<file path="src/verilog/pml_pkg.sv">
// package: memory type codes, table layout, reset values and entry bit positions
package pml_pkg;
  localparam int TBL_W = 64;
  localparam int SLOTS = 8;
  localparam int SLOT_W = 8;
  localparam int CODE_W = 3;
  localparam logic [7:0] MT_UC = 8'h00;
  localparam logic [7:0] MT_WC = 8'h01;
  localparam logic [7:0] MT_WT = 8'h04;
  localparam logic [7:0] MT_WP = 8'h05;
  localparam logic [7:0] MT_WB = 8'h06;
  localparam logic [7:0] MT_UCM = 8'h07;
  // cache-disabled result code, internal to the effective type output
  localparam logic [7:0] MT_CD = 8'h08;
  localparam logic [63:0] TBL_RESET = 64'h0007040600070406;
  localparam int LEAF_IDX_BIT = 7;
  localparam int DIR_IDX_BIT = 12;
  localparam int CD_BIT = 4;
  localparam int WT_BIT = 3;
  localparam int FEAT_BIT = 16;
  typedef enum logic [1:0] {
    pml_lvl_upper,
    pml_lvl_leaf,
    pml_lvl_large
  } pml_level_t;
  typedef struct packed {
    logic valid;
    pml_level_t level;
    logic [63:0] entry;
    logic [7:0] range_type;
    logic range_en;
  } pml_req_t;
  typedef struct packed {
    logic valid;
    logic [2:0] slot;
    logic [7:0] table_type;
    logic [7:0] eff_type;
  } pml_rsp_t;
endpackage : pml_pkg

</file>
<file path="src/verilog/pml_lookup.sv">
// memory type lookup table, slot selection and effective type combination
// Operation
// - one 64-bit table holds eight memory type slots zero to seven
// - slot codes are range-type codes plus 07h for uncacheable minus
// - 07h acts like 00h except write-combining range type overrides it
// - nonzero reserved bit in a write faults and leaves table unchanged
// - unsupported code in any slot faults; supported codes allowed anywhere
// - reset slots: write back, write through, uncacheable minus, uncacheable, twice
// - slot index is table-index, cache-disable, write-through bits, msb first
// - table-index bit is bit 7 leaf, bit 12 large directory, else zero
// - cache-disable bit 4 and write-through bit 3 from the selected entry
// - lookup always active, no software control disables it
// - feature bit 16 of the identification result is set
// - every paged access selects a slot and applies its type
// - upper-level table fetches index only the first four slots
// - uncacheable and uncacheable minus combine with range type as listed
// - write-combining always wins; write-protect combines as listed
// - write-through combines as listed; write back passes range type
// - disabled range registers give uncacheable as the range type
// - write-through: allocate on read miss shared only, write hits update both
// - write-protect: writes reach memory, no write allocate, write hits invalidate
module pml_lookup (
  // clock and reset
  input wire logic clk_i,
  input wire logic rst_i,
  // table access from privileged software
  input wire logic wr_en_i,
  input wire logic [63:0] wr_data_i,
  output logic [63:0] memtype_lookup_table_o,
  output logic general_protection_fault_o,
  // feature identification
  output logic [31:0] feat_edx_o,
  // translation request and result
  input wire pml_pkg::pml_req_t req_i,
  output pml_pkg::pml_rsp_t rsp_o,
  // cache policy for the access
  output logic rd_miss_alloc_o,
  output logic rd_alloc_shared_only_o,
  output logic wr_miss_alloc_o,
  output logic wr_hit_update_mem_o,
  output logic wr_hit_invalidate_o
);
  logic [63:0] memtype_lookup_table;
  logic [7:0] slot_ok;
  logic wr_bad;

  function automatic logic code_ok(input logic [7:0] c);
    code_ok = (c == pml_pkg::MT_UC) || (c == pml_pkg::MT_WC) || (c == pml_pkg::MT_WT) ||
              (c == pml_pkg::MT_WP) || (c == pml_pkg::MT_WB) || (c == pml_pkg::MT_UCM);
  endfunction : code_ok

  // upper five bits of each byte are reserved, so the full byte is checked
  genvar g;
  generate
    for (g = 0; g < pml_pkg::SLOTS; g++) begin : g_chk
      assign slot_ok[g] = code_ok(wr_data_i[g*pml_pkg::SLOT_W +: pml_pkg::SLOT_W]);
    end
  endgenerate
  assign wr_bad = ~&slot_ok;

  always_ff @(posedge clk_i or posedge rst_i) begin
    if (rst_i) begin
      memtype_lookup_table <= pml_pkg::TBL_RESET;
    end else if (wr_en_i && !wr_bad) begin
      memtype_lookup_table <= wr_data_i;
    end
  end

  always_ff @(posedge clk_i or posedge rst_i) begin
    if (rst_i) begin
      general_protection_fault_o <= 1'b0;
    end else begin
      general_protection_fault_o <= wr_en_i && wr_bad;
    end
  end

  assign memtype_lookup_table_o = memtype_lookup_table;
  assign feat_edx_o = 32'h00000001 << pml_pkg::FEAT_BIT;

  // slot index; no enable exists, the lookup is always in use
  logic idx_hi;
  logic [2:0] next_slot;
  logic [7:0] tbl_type;
  logic [7:0] rng;
  logic [7:0] next_eff;
  always_comb begin
    idx_hi = 1'b0;
    case (req_i.level)
      pml_pkg::pml_lvl_leaf: idx_hi = req_i.entry[pml_pkg::LEAF_IDX_BIT];
      pml_pkg::pml_lvl_large: idx_hi = req_i.entry[pml_pkg::DIR_IDX_BIT];
      default: idx_hi = 1'b0;
    endcase
    next_slot = {idx_hi, req_i.entry[pml_pkg::CD_BIT], req_i.entry[pml_pkg::WT_BIT]};
    tbl_type = memtype_lookup_table[next_slot*pml_pkg::SLOT_W +: pml_pkg::SLOT_W];
    rng = req_i.range_en ? req_i.range_type : pml_pkg::MT_UC;
  end

  always_comb begin
    next_eff = pml_pkg::MT_CD;
    case (tbl_type)
      pml_pkg::MT_UC: next_eff = (rng == pml_pkg::MT_UC) ? pml_pkg::MT_UC : pml_pkg::MT_CD;
      pml_pkg::MT_UCM: begin
        if (rng == pml_pkg::MT_UC) begin
          next_eff = pml_pkg::MT_UC;
        end else if (rng == pml_pkg::MT_WC) begin
          next_eff = pml_pkg::MT_WC;
        end else begin
          next_eff = pml_pkg::MT_CD;
        end
      end
      pml_pkg::MT_WC: next_eff = pml_pkg::MT_WC;
      pml_pkg::MT_WP: begin
        case (rng)
          pml_pkg::MT_UC: next_eff = pml_pkg::MT_UC;
          pml_pkg::MT_WP, pml_pkg::MT_WB: next_eff = pml_pkg::MT_WP;
          default: next_eff = pml_pkg::MT_CD;
        endcase
      end
      pml_pkg::MT_WT: begin
        case (rng)
          pml_pkg::MT_UC: next_eff = pml_pkg::MT_UC;
          pml_pkg::MT_WT, pml_pkg::MT_WB: next_eff = pml_pkg::MT_WT;
          default: next_eff = pml_pkg::MT_CD;
        endcase
      end
      pml_pkg::MT_WB: next_eff = rng;
      default: next_eff = pml_pkg::MT_CD;
    endcase
  end

  // registered result, one cycle after the request
  always_ff @(posedge clk_i or posedge rst_i) begin
    if (rst_i) begin
      rsp_o <= '0;
    end else begin
      rsp_o.valid <= req_i.valid;
      rsp_o.slot <= next_slot;
      rsp_o.table_type <= tbl_type;
      rsp_o.eff_type <= next_eff;
    end
  end

  // policy follows the registered effective type
  always_comb begin
    rd_miss_alloc_o = 1'b0;
    rd_alloc_shared_only_o = 1'b0;
    wr_miss_alloc_o = 1'b0;
    wr_hit_update_mem_o = 1'b0;
    wr_hit_invalidate_o = 1'b0;
    case (rsp_o.eff_type)
      pml_pkg::MT_WT: begin
        rd_miss_alloc_o = 1'b1;
        rd_alloc_shared_only_o = 1'b1;
        wr_hit_update_mem_o = 1'b1;
      end
      pml_pkg::MT_WP: begin
        rd_miss_alloc_o = 1'b1;
        rd_alloc_shared_only_o = 1'b1;
        wr_hit_update_mem_o = 1'b1;
        wr_hit_invalidate_o = 1'b1;
      end
      pml_pkg::MT_WB: begin
        rd_miss_alloc_o = 1'b1;
        wr_miss_alloc_o = 1'b1;
      end
      default: wr_hit_update_mem_o = 1'b1;
    endcase
  end

  a_bad_wr_keeps: assert property (@(posedge clk_i) disable iff (rst_i)
    wr_en_i && wr_bad |=> general_protection_fault_o && $stable(memtype_lookup_table))
    else $error("bad table write changed table or gave no fault");
  a_good_wr_loads: assert property (@(posedge clk_i) disable iff (rst_i)
    wr_en_i && !wr_bad |=> memtype_lookup_table == $past(wr_data_i) && !general_protection_fault_o)
    else $error("good table write not taken");
  a_upper_first4: assert property (@(posedge clk_i) disable iff (rst_i)
    req_i.level == pml_pkg::pml_lvl_upper |=> !rsp_o.slot[2])
    else $error("upper level used high slot");
  a_slot_order: assert property (@(posedge clk_i) disable iff (rst_i)
    req_i.level == pml_pkg::pml_lvl_leaf |=> rsp_o.slot == {$past(req_i.entry[7]),
      $past(req_i.entry[4]), $past(req_i.entry[3])})
    else $error("leaf slot index wrong");
  a_large_idx: assert property (@(posedge clk_i) disable iff (rst_i)
    req_i.level == pml_pkg::pml_lvl_large |=> rsp_o.slot[2] == $past(req_i.entry[12]))
    else $error("large page index bit wrong");
  a_wc_wins: assert property (@(posedge clk_i) disable iff (rst_i)
    tbl_type == pml_pkg::MT_WC |=> rsp_o.eff_type == pml_pkg::MT_WC)
    else $error("write combining table type not kept");
  a_ucm_over: assert property (@(posedge clk_i) disable iff (rst_i)
    tbl_type == pml_pkg::MT_UCM && rng == pml_pkg::MT_WC |=> rsp_o.eff_type == pml_pkg::MT_WC)
    else $error("uncacheable minus not overridden");
  a_range_off: assert property (@(posedge clk_i) disable iff (rst_i)
    !req_i.range_en && tbl_type == pml_pkg::MT_WB |=> rsp_o.eff_type == pml_pkg::MT_UC)
    else $error("disabled range type not uncacheable");
  a_wt_policy: assert property (@(posedge clk_i) disable iff (rst_i)
    rsp_o.eff_type == pml_pkg::MT_WT |-> rd_alloc_shared_only_o && !wr_miss_alloc_o)
    else $error("write through policy wrong");
  a_feat_bit: assert property (@(posedge clk_i) feat_edx_o[16])
    else $error("feature bit clear");
  a_feat_onehot: assert property (@(posedge clk_i) $onehot(feat_edx_o))
    else $error("feature word has extra bits");

  // reset state is checked while reset is still applied
  a_reset_table: assert property (@(posedge clk_i)
    rst_i |-> memtype_lookup_table == pml_pkg::TBL_RESET)
    else $error("table not at reset value");
  a_reset_quiet: assert property (@(posedge clk_i)
    rst_i |-> !rsp_o.valid && !general_protection_fault_o)
    else $error("outputs active in reset");

  // table only moves on a write
  a_tbl_hold: assert property (@(posedge clk_i) disable iff (rst_i)
    !wr_en_i |=> $stable(memtype_lookup_table))
    else $error("table changed without a write");
  a_fault_cause: assert property (@(posedge clk_i) disable iff (rst_i)
    general_protection_fault_o |-> $past(wr_en_i))
    else $error("fault without a write");
  a_no_fault_idle: assert property (@(posedge clk_i) disable iff (rst_i)
    !wr_en_i |=> !general_protection_fault_o)
    else $error("fault after idle cycle");

  // stored slots stay legal, so a bad code can never reach the lookup
  for (g = 0; g < pml_pkg::SLOTS; g++) begin : g_slot_chk
    a_slot_rsvd: assert property (@(posedge clk_i) disable iff (rst_i)
      memtype_lookup_table[g*8+3 +: 5] == 5'h00)
      else $error("reserved slot bits set");
    a_slot_code: assert property (@(posedge clk_i) disable iff (rst_i)
      memtype_lookup_table[g*8 +: 3] inside {3'h0, 3'h1, 3'h4, 3'h5, 3'h6, 3'h7})
      else $error("unsupported code stored");
  end

  // lookup path
  a_rsp_valid: assert property (@(posedge clk_i) disable iff (rst_i)
    req_i.valid |=> rsp_o.valid)
    else $error("response valid missing");
  a_rsp_idle: assert property (@(posedge clk_i) disable iff (rst_i)
    !req_i.valid |=> !rsp_o.valid)
    else $error("response valid without request");
  a_type_sel: assert property (@(posedge clk_i) disable iff (rst_i)
    1'b1 |=> rsp_o.table_type == 8'($past(memtype_lookup_table) >> (rsp_o.slot * 8)))
    else $error("table type not from selected slot");
  a_large_low: assert property (@(posedge clk_i) disable iff (rst_i)
    req_i.level == pml_pkg::pml_lvl_large |=> rsp_o.slot[1:0] == $past(req_i.entry[4:3]))
    else $error("large page low index bits wrong");
  a_upper_low: assert property (@(posedge clk_i) disable iff (rst_i)
    req_i.level == pml_pkg::pml_lvl_upper |=> rsp_o.slot[1:0] == $past(req_i.entry[4:3]))
    else $error("upper level low index bits wrong");

  // type combination, one check per row of the table
  a_uc_uc: assert property (@(posedge clk_i) disable iff (rst_i)
    tbl_type == pml_pkg::MT_UC && rng == pml_pkg::MT_UC |=> rsp_o.eff_type == pml_pkg::MT_UC)
    else $error("uncacheable with uncacheable range wrong");
  a_uc_cd: assert property (@(posedge clk_i) disable iff (rst_i)
    tbl_type == pml_pkg::MT_UC && rng != pml_pkg::MT_UC |=> rsp_o.eff_type == pml_pkg::MT_CD)
    else $error("uncacheable not cache disabled");
  a_ucm_uc: assert property (@(posedge clk_i) disable iff (rst_i)
    tbl_type == pml_pkg::MT_UCM && rng == pml_pkg::MT_UC |=> rsp_o.eff_type == pml_pkg::MT_UC)
    else $error("uncacheable minus with uncacheable range wrong");
  a_ucm_cd: assert property (@(posedge clk_i) disable iff (rst_i)
    tbl_type == pml_pkg::MT_UCM && rng != pml_pkg::MT_UC && rng != pml_pkg::MT_WC
    |=> rsp_o.eff_type == pml_pkg::MT_CD)
    else $error("uncacheable minus not cache disabled");
  a_wp_uc: assert property (@(posedge clk_i) disable iff (rst_i)
    tbl_type == pml_pkg::MT_WP && rng == pml_pkg::MT_UC |=> rsp_o.eff_type == pml_pkg::MT_UC)
    else $error("write protect with uncacheable range wrong");
  a_wp_keep: assert property (@(posedge clk_i) disable iff (rst_i)
    tbl_type == pml_pkg::MT_WP && (rng == pml_pkg::MT_WP || rng == pml_pkg::MT_WB)
    |=> rsp_o.eff_type == pml_pkg::MT_WP)
    else $error("write protect not kept");
  a_wp_cd: assert property (@(posedge clk_i) disable iff (rst_i)
    tbl_type == pml_pkg::MT_WP && (rng == pml_pkg::MT_WC || rng == pml_pkg::MT_WT)
    |=> rsp_o.eff_type == pml_pkg::MT_CD)
    else $error("write protect not cache disabled");
  a_wt_uc: assert property (@(posedge clk_i) disable iff (rst_i)
    tbl_type == pml_pkg::MT_WT && rng == pml_pkg::MT_UC |=> rsp_o.eff_type == pml_pkg::MT_UC)
    else $error("write through with uncacheable range wrong");
  a_wt_keep: assert property (@(posedge clk_i) disable iff (rst_i)
    tbl_type == pml_pkg::MT_WT && (rng == pml_pkg::MT_WT || rng == pml_pkg::MT_WB)
    |=> rsp_o.eff_type == pml_pkg::MT_WT)
    else $error("write through not kept");
  a_wt_cd: assert property (@(posedge clk_i) disable iff (rst_i)
    tbl_type == pml_pkg::MT_WT && (rng == pml_pkg::MT_WC || rng == pml_pkg::MT_WP)
    |=> rsp_o.eff_type == pml_pkg::MT_CD)
    else $error("write through not cache disabled");
  a_wb_pass: assert property (@(posedge clk_i) disable iff (rst_i)
    tbl_type == pml_pkg::MT_WB && req_i.range_en |=> rsp_o.eff_type == $past(req_i.range_type))
    else $error("write back did not pass range type");

  // cache policy per effective type
  a_wp_policy: assert property (@(posedge clk_i) disable iff (rst_i)
    rsp_o.eff_type == pml_pkg::MT_WP |-> wr_hit_update_mem_o && wr_hit_invalidate_o && !wr_miss_alloc_o)
    else $error("write protect policy wrong");
  a_wt_update: assert property (@(posedge clk_i) disable iff (rst_i)
    rsp_o.eff_type == pml_pkg::MT_WT |-> wr_hit_update_mem_o && rd_miss_alloc_o && !wr_hit_invalidate_o)
    else $error("write through update policy wrong");
  c_bad_write: cover property (@(posedge clk_i) disable iff (rst_i) wr_en_i && wr_bad);
  c_good_write: cover property (@(posedge clk_i) disable iff (rst_i) wr_en_i && !wr_bad);
  c_large_hi: cover property (@(posedge clk_i) disable iff (rst_i)
    req_i.level == pml_pkg::pml_lvl_large && req_i.entry[12]);
  c_ucm_wc: cover property (@(posedge clk_i) disable iff (rst_i)
    tbl_type == pml_pkg::MT_UCM && rng == pml_pkg::MT_WC);
  c_upper_fetch: cover property (@(posedge clk_i) disable iff (rst_i)
    req_i.level == pml_pkg::pml_lvl_upper && req_i.entry[12]);
endmodule : pml_lookup

</file>
<file path="config.mk">
export PLATFORM = sky130hd
export DESIGN_NAME = pml_lookup
export DESIGN_NICKNAME = d
export VERILOG_FILES = /design/src/verilog/pml_pkg.sv /design/src/verilog/pml_lookup.sv
export SDC_FILE = /design/constraint.sdc
export NUM_CORES = 1
export LEC_CHECK = 0
export ABC_CLOCK_PERIOD_IN_PS = 2600
export BUFFER_PORTS_ARGS = -buffer_cell sky130_fd_sc_hd__buf_2
export CAP_MARGIN = 20
export CORE_MARGIN = 2
export CORE_UTILIZATION = 42
export DETAILED_ROUTE_END_ITERATION = 8
export GPL_TIMING_DRIVEN = 0
export PLACE_DENSITY = 0.77
export SYNTH_ARGS = -nofsm -noshare
export SYNTH_HDL_FRONTEND = slang
export SYNTH_SLANG_ARGS = --single-unit
</file>
<file path="constraint.sdc">
create_clock -name clk_i -period 2.6 [get_ports clk_i]
set_input_delay 0.13 -clock clk_i [delete_from_list [all_inputs] [get_ports clk_i]]
set_output_delay 0.13 -clock clk_i [all_outputs]
set_load 0.01 [all_outputs]
</file>
==> run metrics, run 1 <==
Clock Path Buffers=2; initial antenna violation count=1; run status=finished, final reports clean; n_diodes=0; CP max stage cell=dlygate4sd3_1; RSZ-0062 raised after global routing=no; post-route ant nets=0; Area Growth Syn to Fin=34.9%; final WL=10,300 um; mapped cell area=between 4000 and 5000 sq um; vias per cell=4.83; Final Hold Vio Count=0; Worst VDD drop=roughly 340 uV; Final GP Congestion=0.804; Critical Path Start Type=primary input; vias in the first global route=approximately 3,100; number of I/O pins=265; Mapped Cells=roughly 320; Period minus WS final=~2.4 ns; die width=102 um; Total GRT Usage=0.190; Final #Nets=~680; initial detailed-routing violation count=93; drt wl/cell=about 15 um; most frequent CP cell=buf_2; row count=35; die span in y=102 um; DRC violation count after routing=0; H-tree Lvls=3; Final Power=2480 uW; Leakage=roughly 0.0031 uW; Crit path largest cell delay=0.52 ns; Finish-stage setup viols=0; DR pass1 iterations=4; Maximum Capacitance Violations=0; Yosys top cell area share=0.450; asr flop ratio synth=1.00; Pwr Density=around 450 nW/um^2; Worst Path Required=2.88 ns; largest net degree at the start of global routing=61; Syn. warnings=0; clock sinks=85; routed via count=3,236; Synth Register Bits=85; post-placement cell area=5220 sq um; Remaining Overflow, GRT=0; Final Max Slew Viols=0; first-pass GRT wire length=15,200 um; sequential area share after synthesis=0.528; post-synth top area cell=dfrtp_1; Tcrit/Tclk final=0.937; top post-synthesis cells by area=dfrtp_1, mux2_2, dfstp_2, and2_1, buf_4; Worst-Skew Late Latency=0.35 ns; kind of critical path=primary input to flop; hold crit path type=primary input to flop; HPWL Detailed=8050 um; I/O Buffers=172; final setup TNS=0 ns; Cell Chain, Critical Path=dlygate4sd3_1 > buf_2 > buf_2 > buf_2 > mux4_1 > or4_1 > nor3_2 > a31o_4 > nand3_4 > nor2_2; CTS clock-pin slew for the worst setup and hold paths=roughly 0.09 ns; share of post-route cells with drive strength above 1=0.534; crit path max fanout=10; Slew HR=0.609; CTS tree=done; Worst Clk Skew=0.0151 ns; max frequency=410 MHz; Synth cell types=46; CTS Buf Count=9; EDFF count, synth=0; CP Data Arrival Time=roughly 2.7 ns; setup slack, reg-to-reg=between 0.5 and 0.6 ns; synthesized area per cell=~13 sq um; Die ar.=10,500 sq um; CP endpoint kind=flop; core area=around 9300 sq um; design area=5470 sq um; initial core utilization=0.437; worst slew pin tran=just under 0.6 ns; Top FF cell, synth=dfrtp_1; root buf cell=clkbuf_8
stage by stage:
stage / utilization / setup WS, ns / instances / hold slack [ns]
3_5_place_dp: 0.562 / 0.286 / 648 / 0.132
3_3_place_gp: 0.559 / -0.560 / 647 / 0.243
5_1_grt: 0.589 / 0.0207 / 670 / 0.00163
2_1_floorplan: - / 0.296 / 346 / 0.161
6_report: 0.589 / 0.163 / 670 / 0.0202
4_1_cts: 0.589 / 0.155 / 670 / 0.000861
flip-flops by register name, indices dropped and copies added, names as in the netlist:
| register | flops |
|---|---|
| general_protection_fault_o | 1 |
| rsp_o | 20 |
| memtype_lookup_table_o | 64 |
cells by family after synthesis:
logic type,share of synthesized area
simple gates,0.146
buf+inv,0.0857
compound gates,0.0475
mux,0.184
fa+ha+maj,0.00617
flops,0.528
other cells,0.00185
Yosys cell counts (5+ instances only):
cell	count
buf_4	33
nand2_1	6
nor4_1	14
inv_1	15
nor2_2	6
nor2_1	5
and2_1	42
dfstp_2	12
mux2_2	32
a21oi_1	5
dfrtp_1	73
mux4_2	7
clkbuf_1	6
mux4_1	8
metal layers:
| metal | wire [um] | vias to the layer above | GRT usage |
|---|---|---|---|
| met4 | 142 | 2 | 0.0605 |
| met5 | 13 | - | 0 |
| met2 | 4990 | 144 | 0.309 |
| met1 | 4430 | 1581 | 0.250 |
| li1 | - | 1495 | - |
| met3 | 697 | 14 | 0.0492 |
final cells by class:
cell class	count	area (sq um)
plain buffers	42	292
clock buffers	10	138
clock inverters	6	53.8
fillers	787	3810
inverters	15	58.8
multi-input cells	204	1680
flip-flops and latches	85	2140
well taps	129	161
repair buffers	179	948
worst max-delay path, delay by kind of cell:
kind,cells,cell delay (ns)
and+or+nand+nor,4,0.82
muxes,1,0.39
buffers and inverters,4,1.21
AOI/OAI and AO/OA,1,0.16
worst paths after layout:
path / start / to / cells after the start
worst max-delay path: req_i[13] / rsp_o[5] / 10
worst min-delay path: wr_en_i / general_protection_fault_o / 2
worst max register to register: memtype_lookup_table_o[28] / rsp_o[5] / 6
worst min register to register: memtype_lookup_table_o[31] / memtype_lookup_table_o[31] / 1
max in group asynchronous: rst_i / memtype_lookup_table_o[33] / 4
min in group asynchronous: rst_i / rsp_o[19] / 3
placed cells by master, fill, tap and decap left out, types with 3 or more instances in the layout:
cell type      instances
a21oi_1                5
and2_1                42
buf_2                174
buf_4                 33
clkbuf_1               6
clkbuf_8              10
conb_1                32
dfrtp_1               73
dfstp_2               12
dlygate4sd3_1          6
inv_1                 14
mux2_2                32
mux4_1                 8
mux4_2                 7
nand2_1                6
nand3_1                4
nand3b_1               4
nand4_1                3
nor2_1                 5
nor2_2                 6
nor2b_1                4
nor4_1                14
o21ai_0                4
power breakdown:
group | internal (uW) | switching [uW] | total [uW]
registers | 1330 | 1.38 | 1330
logic | 120 | 128 | 248
clock network | 391 | 508 | 898
total | 1840 | 637 | 2480
timing repair:
item	CTS	global route
hold buffers	6	0
hold endpoints to repair	26	0
setup buffers	0	0
endpoints found under the setup margin	0	0
resized for setup	0	0
No activity file was read; power rests on OpenSTA's default activity.
==> run 2, diff against run 1 <==
--- a/config.mk
+++ b/config.mk
@@ -5,14 +5,15 @@
 export SDC_FILE = /design/constraint.sdc
 export NUM_CORES = 1
 export LEC_CHECK = 0
-export ABC_CLOCK_PERIOD_IN_PS = 2600
+export ABC_AREA = 1
+export ABC_CLOCK_PERIOD_IN_PS = 2700
 export BUFFER_PORTS_ARGS = -buffer_cell sky130_fd_sc_hd__buf_2
 export CAP_MARGIN = 20
 export CORE_MARGIN = 2
-export CORE_UTILIZATION = 42
+export CORE_UTILIZATION = 45
 export DETAILED_ROUTE_END_ITERATION = 8
 export GPL_TIMING_DRIVEN = 0
-export PLACE_DENSITY = 0.77
+export PLACE_DENSITY = 0.82
 export SYNTH_ARGS = -nofsm -noshare
 export SYNTH_HDL_FRONTEND = slang
 export SYNTH_SLANG_ARGS = --single-unit
==> constraint.sdc (replaced) <==
create_clock -name clk_i -period 2.7 [get_ports clk_i]
set_input_delay 0.135 -clock clk_i [delete_from_list [all_inputs] [get_ports clk_i]]
set_output_delay 0.135 -clock clk_i [all_outputs]
set_load 0.01 [all_outputs]
==> run 2 against run 1 <==
Compared with the run above:
- cell count up 46%
- via count up 33%
- sequential share of layout area shrank 4.0 points
==> run metrics, run 2 <==
run status=finished, final reports clean; Remaining Overflow, GRT=0 (unchanged); Die ar.=11,100 sq um (+6.2%); metal3 WL=644 um (-7.6%); Tcrit/Tclk final=0.701; Total GRT Usage=0.209 (+0.0198); sequential area share after synthesis=0.463 (-0.0650); post-route ant nets=0 (unchanged); most common library cells after synthesis=nand2_1, inv_1, dfrtp_1; Worst Path Required=2.92 ns (+0.04 ns); core area=10,100 sq um (+9.2%); Final Max Slew Viols=0 (unchanged); Pwr Density=442 nW/um^2 (-2.3%); worst hold path depth=3 (+1); CP endpoint kind=flop; Final Hold Vio Count=0 (unchanged); Clock Path Buffers=2 (unchanged); die width=105 um (+3.0%); EDFF count, synth=0 (unchanged); Critical Path Start Type=primary input; Synth cell types=31 (-33%); initial antenna violation count=0 (-1); number of I/O pins=265 (unchanged); Top FF cell, synth=dfrtp_1; HPWL Detailed=8950 um (+11%); vias in the first global route=3,946 (+29%); initial core utilization=0.456 (+0.0193); DRC violation count after routing=0 (unchanged); row count=37 (+5.7%); Mapped Cells=614 (+94%); clock sinks=85 (unchanged); crit path max fanout=10 (unchanged); design area=6090 sq um (+11%); Synth Register Bits=85 (unchanged); hold_sp=wr_data_i[48]; DR pass1 iterations=4 (unchanged); largest net degree at the start of global routing=56 (-8.2%); count leader, synth=nand2_1; RSZ-0062 raised after global routing=no; CTS Buf Count=9 (unchanged); vias per cell=4.41 (-8.7%); Worst-Skew Late Latency=0.35 ns (about the same); mapped cell area=4630 sq um (+14%); drt wl/cell=11.8 um (-23%); Maximum Capacitance Violations=0 (unchanged); capturing point of the worst reg2reg path=rsp_o[3]; Syn. warnings=0 (unchanged); Worst Reg2Reg Path Length in Cells=12 (+6); asr flop ratio synth=1.00 (unchanged); n_diodes=0 (unchanged); Yosys top cell area share=0.395 (-0.0554); initial detailed-routing violation count=170 (+83%); hold crit path type=primary input to flop; die span in y=105 um (+3.0%); post-synth top area cell=dfrtp_1; Worst VDD drop=219 uV (-35%); CP Data Arrival Time=2.11 ns (-0.61 ns); setup bufs post-CTS=0 (unchanged); setup slack, reg-to-reg=1.07 ns (+0.55 ns); Finish-stage setup viols=0 (unchanged); commonest non-fill, non-tap cell in the layout=buf_2; root buf cell=clkbuf_8; Final GP Congestion=0.853 (+6.2%); CTS tree=done; final setup TNS=0 ns (unchanged); CP startpoint=req_i[13]; synthesized area per cell=7.53 sq um (-41%); max frequency=528 MHz; H-tree Lvls=3 (unchanged); commonest non-fill, non-tap cells in the layout=buf_2, nand2_1, inv_1; Final Core Density=0.600 (+0.0109); Leakage=0.00379 uW (+22%); WHS=0.0119 ns (-0.00832 ns); Period minus WS final=1.89 ns; Final #Nets=979 (+44%); max layer used=met4; top post-synthesis cells by area=dfrtp_1, nand2_1, inv_1, dfstp_2, buf_4; Detail Route met2 WL=5720 um (+15%); CTS clock-pin slew for the worst setup and hold paths=0.08 ns (about the same); pre-CTS WS=0.787 ns (+0.500 ns); Routed met1 length=4970 um (+12%); kind of critical path=primary input to flop; Worst Clk Skew=0.0151 ns (-0.0000264 ns); Area Growth Syn to Fin=31.6%; Final WS setup=0.807 ns (+0.644 ns); routed via count=4,300 (+33%); share of post-route cells with drive strength above 1=0.328 (-0.206); final WL=11,500 um (+12%); post-cts sizing count=0 (unchanged); first-pass GRT wire length=18,700 um (+23%); post-placement cell area=5790 sq um (+11%); max reg flops=64 (unchanged); RR Startpoint=memtype_lookup_table_o[10]; I/O Buffers=171 (-0.58%); CP endpoint=rsp_o[3]
[run 2: changes by cell type after synthesis, moves of 6 or more]
cell,delta
nand2_1,+169
mux4_1,-8
nand3_2,+6
nor2_1,+15
nand2_2,+10
buf_6,+6
inv_1,+128
mux2_2,-32
o21ai_0,+22
and2_1,-41
nand3_1,+48
mux4_2,-7
[run 2: layout make-up]
class	instances	area [sq um]
buffer	55	412
clock buffer	9	124
clock inverter	7	98.8
fill	963	4050
inverter	145	552
multi-input combinational	359	1640
sequential	85	2140
tap	136	170
timing repair buffer	179	953
[run 2: per-stage QoR]
step           power, uW  cells
5_1_grt             2820    975
6_report            2690    975
2_1_floorplan       1570    644
3_5_place_dp        1710    952
4_1_cts             2700    975
3_3_place_gp        1690    951
[run 2: worst min path at each step]
stage                     slack [ns]                          to
after floorplan                 0.17                   rsp_o[16]
after global placement          0.24                   rsp_o[19]
after detailed placement        0.16                   rsp_o[16]
after CTS                      0.002  memtype_lookup_table_o[48]
after global routing            0.01                    rsp_o[7]
final                           0.01  memtype_lookup_table_o[48]
[run 2: report_power, final]
part	internal (uW)	switching (uW)	total [uW]
clock network	526	477	1000
registers	1290	4.48	1300
logic	169	223	391
total	1990	705	2690
[run 2: logic make-up (layout without fill, tap and decap cells)]
family | after synthesis | count (layout) | share of synthesized area
AND/OR/NAND/NOR | 292 | 292 | 0.283
buffers and inverters | 200 | 395 | 0.208
flip-flops | 85 | 85 | 0.463
AO/OA/AOI/OAI | 33 | 33 | 0.0395
adder cells (fa/ha/maj) | 2 | 2 | 0.00541
other | 2 | 32 | 0.00162
[run 2: repair_timing]
item                                    4_1_cts  5_1_grt
hold endpoints to repair                     29        0
hold buffers                                  7        0
endpoints found under the setup margin        0        0
[run 2: critical path, stage by stage]
cell           delay [ns]
dlygate4sd3_1        0.53
buf_2                0.13
buf_4                0.17
inv_2                0.12
buf_6                0.17
nand3_1              0.09
nand3_1              0.11
nand2_1              0.13
nand2_2              0.16
nor2_1               0.08
nand3_1              0.08
nand2_1              0.05
nor2_1               0.09
nand3_1              0.07
[run 2: routing by layer]
| metal | GRT usage | vias up |
|---|---|---|
| met1 | 0.273 | 1946 |
| li1 | - | 2206 |
| met5 | 0 | - |
| met3 | 0.0328 | 10 |
| met2 | 0.360 | 138 |
| met4 | 0.0600 | 0 |
==> run 3, diff against run 2 <==
==> config.mk (replaced) <==
export PLATFORM = sky130hd
export DESIGN_NAME = pml_lookup
export DESIGN_NICKNAME = d
export VERILOG_FILES = /design/src/verilog/pml_pkg.sv /design/src/verilog/pml_lookup.sv
export SDC_FILE = /design/constraint.sdc
export NUM_CORES = 1
export LEC_CHECK = 0
export ABC_AREA = 0
export ABC_CLOCK_PERIOD_IN_PS = 1950
export BUFFER_PORTS_ARGS = -buffer_cell sky130_fd_sc_hd__buf_2
export CAP_MARGIN = 20
export CORE_MARGIN = 2
export CORE_UTILIZATION = 42
export DETAILED_ROUTE_END_ITERATION = 8
export GPL_TIMING_DRIVEN = 0
export PLACE_DENSITY = 0.8
export SYNTH_ARGS = -nofsm -noshare
export SYNTH_HDL_FRONTEND = slang
export SYNTH_SLANG_ARGS = --single-unit
==> constraint.sdc (replaced) <==
create_clock -name clk_i -period 1.95 [get_ports clk_i]
set_input_delay 0.0975 -clock clk_i [delete_from_list [all_inputs] [get_ports clk_i]]
set_output_delay 0.0975 -clock clk_i [all_outputs]
set_load 0.01 [all_outputs]
==> run 3 against run 2 <==
Compared with the run above:
- die area fell by 5.8%
- critical endpoint is now rsp_o[7]
- worst hold slack improved by 0.020 ns
- setup slack lost 0.92 ns
- via count decreased by 22%
- cell count decreased by 28%
- register-to-register slack got worse by 1.2 ns
- critical path depth shrank 8
- the run now ends with setup timing left
- clock-buffer cell count up 2
==> run metrics, run 3 (synthesized netlist as in run 1, its figures left out) <==
Worst VDD drop=387 uV (+77%); crit path max fanout=5 (-5); worst slew pin tran=between 0.5 and 0.6 ns; final setup TNS=-0.656 ns (-0.656 ns); Final GP Congestion=0.812 (-4.8%); WHS=0.0314 ns (+0.0195 ns); CP max stage cell=or4_4; initial detailed-routing violation count=104 (-39%); Final #Nets=712 (-27%); die width=102 um (-3.0%); Maximum Capacitance Violations=0 (unchanged); Worst Path Required=2.22 ns (-0.70 ns); Crit path largest cell delay=0.55 ns (+0.02 ns); Pwr Density=583 nW/um^2 (+32%); Clock Path Buffers=2 (unchanged); hold_sp=wr_data_i[49]; CP Data Arrival Time=2.34 ns (+0.23 ns); FF/Latch Area=2140 sq um (unchanged); die span in y=102 um (-3.0%); RR Startpoint=memtype_lookup_table_o[28]; Final WS setup=-0.112 ns (-0.919 ns); routed via count=3,335 (-22%); Area Growth Syn to Fin=43.8%; Critical Path Start Type=flop; n_diodes=0 (unchanged); I/O Buffers=172 (+0.58%); final WL=11,000 um (-4.5%); initial core utilization=0.437 (-0.0193); multi-input logic area=1720 sq um (+5.4%); initial antenna violation count=0 (unchanged); H-tree Lvls=3 (unchanged); Final Max Slew Viols=0 (unchanged); run status=complete, but fails checks; Tcrit/Tclk final=1.06; largest net degree at the start of global routing=37 (-34%); CTS Buf Count=9 (unchanged); Die ar.=10,500 sq um (-5.8%); Worst Clk Skew=0.0136 ns (-0.00144 ns); hold crit path type=primary input to flop; post-route ant nets=0 (unchanged); worst hold path depth=2 (-1); RSZ-0062 raised after global routing=yes; share of post-route cells with drive strength above 1=0.531 (+0.204); Worst-Skew Late Latency=0.35 ns (about the same); setup slack, reg-to-reg=-0.11 ns (-1.18 ns); max frequency=485 MHz; commonest non-fill, non-tap cells in the layout=buf_2, dfrtp_1, and2_1; core area=9280 sq um (-8.4%); Remaining Overflow, GRT=0 (unchanged); CTS tree=done; Final Power=3400 uW (+26%); Slew HR=0.649; vias per cell=4.76 (+7.9%); DR pass1 iterations=4 (unchanged); Worst Reg2Reg Path Length in Cells=6 (-6); CP delay by family, top=simple AND/OR/NAND/NOR gates; Buf+Inv Stages, Crit Path=0 (-5); root buf cell=clkbuf_8; number of I/O pins=265 (unchanged); pre-CTS WS=-0.395 ns (-1.18 ns); Final Hold Vio Count=0 (unchanged); Finish-stage setup viols=8 (+8); HPWL Detailed=8160 um (-8.8%); violated checks=setup timing; CP startpoint=memtype_lookup_table_o[28]; Cell Chain, Critical Path=mux4_2 > or4_4 > nor3_4 > a31o_4 > nand3_4 > nor2_2; DRC violation count after routing=0 (unchanged); Period minus WS final=2.06 ns; Total GRT Usage=0.203 (-0.00626); max reg flops=64 (unchanged); Hold EP=memtype_lookup_table_o[49]; vias in the first global route=3,268 (-17%); CP endpoint kind=flop; row count=35 (-5.4%); Leakage=0.00324 uW (-15%); clock sinks=85 (unchanged); capturing point of the worst reg2reg path=rsp_o[7]; Filler cells=755 (-22%); commonest non-fill, non-tap cell in the layout=buf_2; first-pass GRT wire length=16,100 um (-13%); CTS clock-pin slew for the worst setup and hold paths=0.08 ns (about the same); Final Core Density=0.628 (+0.0279); drt wl/cell=15.6 um (+33%); kind of critical path=flop to flop
## run 3: cell types whose count changed in the layout (fill, tap and decap cells not counted), sizes merged, moves of 13 or more
| cell | previous run | this run |
|---|---|---|
| nor2 | 24 | 11 |
| nand3 | 58 | 5 |
| inv | 146 | 14 |
| and2 | 1 | 42 |
| mux2 | 0 | 32 |
| dlygate4sd3 | 7 | 32 |
| mux4 | 0 | 15 |
| o21ai | 26 | 6 |
| nand2 | 185 | 6 |
## run 3: layer usage
layer  routed length, um  part of all wire  track usage  up-vias
met5                   0                 0            0        -
met4                 207             0.019       0.0790        0
met3                 773             0.071       0.0506       22
met2                5500              0.50        0.332      157
met1                4480              0.41        0.261     1603
li1                    -                 -            -     1553
## run 3: final cells by class
| cell class | count | share of cell area |
|---|---|---|
| clock buffers | 11 | 0.0242 |
| inverters | 15 | 0.0103 |
| clock inverters | 5 | 0.0103 |
| multi-input cells | 204 | 0.295 |
| plain buffers | 42 | 0.0504 |
| flip-flops and latches | 85 | 0.367 |
| repair buffers | 210 | 0.215 |
| well taps | 129 | 0.0277 |
## run 3: worst reg2reg max path: cells and delay by family, from the launching register on
family | cells | cell delay [ns]
compound gates | 1 | 0.15
flops | 1 | 0.39
mux | 1 | 0.52
simple gates | 4 | 0.92
## run 3: through the flow
step           cells  cell area, sq um
6_report         701              5830
5_1_grt          701              5830
4_1_cts          697              5770
3_5_place_dp     649              5240
3_3_place_gp     647              5190
2_1_floorplan    346              4170
## run 3: how the worst max path moves through the flow
stage | depth (start not counted) | slack (ns) | end
after CTS | 6 | -0.12 | rsp_o[6]
after floorplan | 6 | 0.02 | rsp_o[1]
after global placement | 9 | -0.27 | rsp_o[1]
after global routing | 6 | -0.19 | rsp_o[5]
final | 6 | -0.11 | rsp_o[7]
after detailed placement | 7 | -0.40 | memtype_lookup_table_o[32]
## run 3: power by group
part | internal, uW | total [uW] | switching (uW) | leakage (uW)
registers | 1770 | 1770 | 2.28 | 0.00113
logic | 199 | 382 | 183 | 0.00201
clock network | 630 | 1250 | 618 | 0.0000995
## run 3: repair_timing
action / CTS / global route
setup endpoints to repair: 19 / 30
resized for setup: 6 / 9
hold endpoints to repair: 43 / 1
hold buffers: 31 / 1
pin swaps: 0 / 3
buffers inserted: 1 / 3
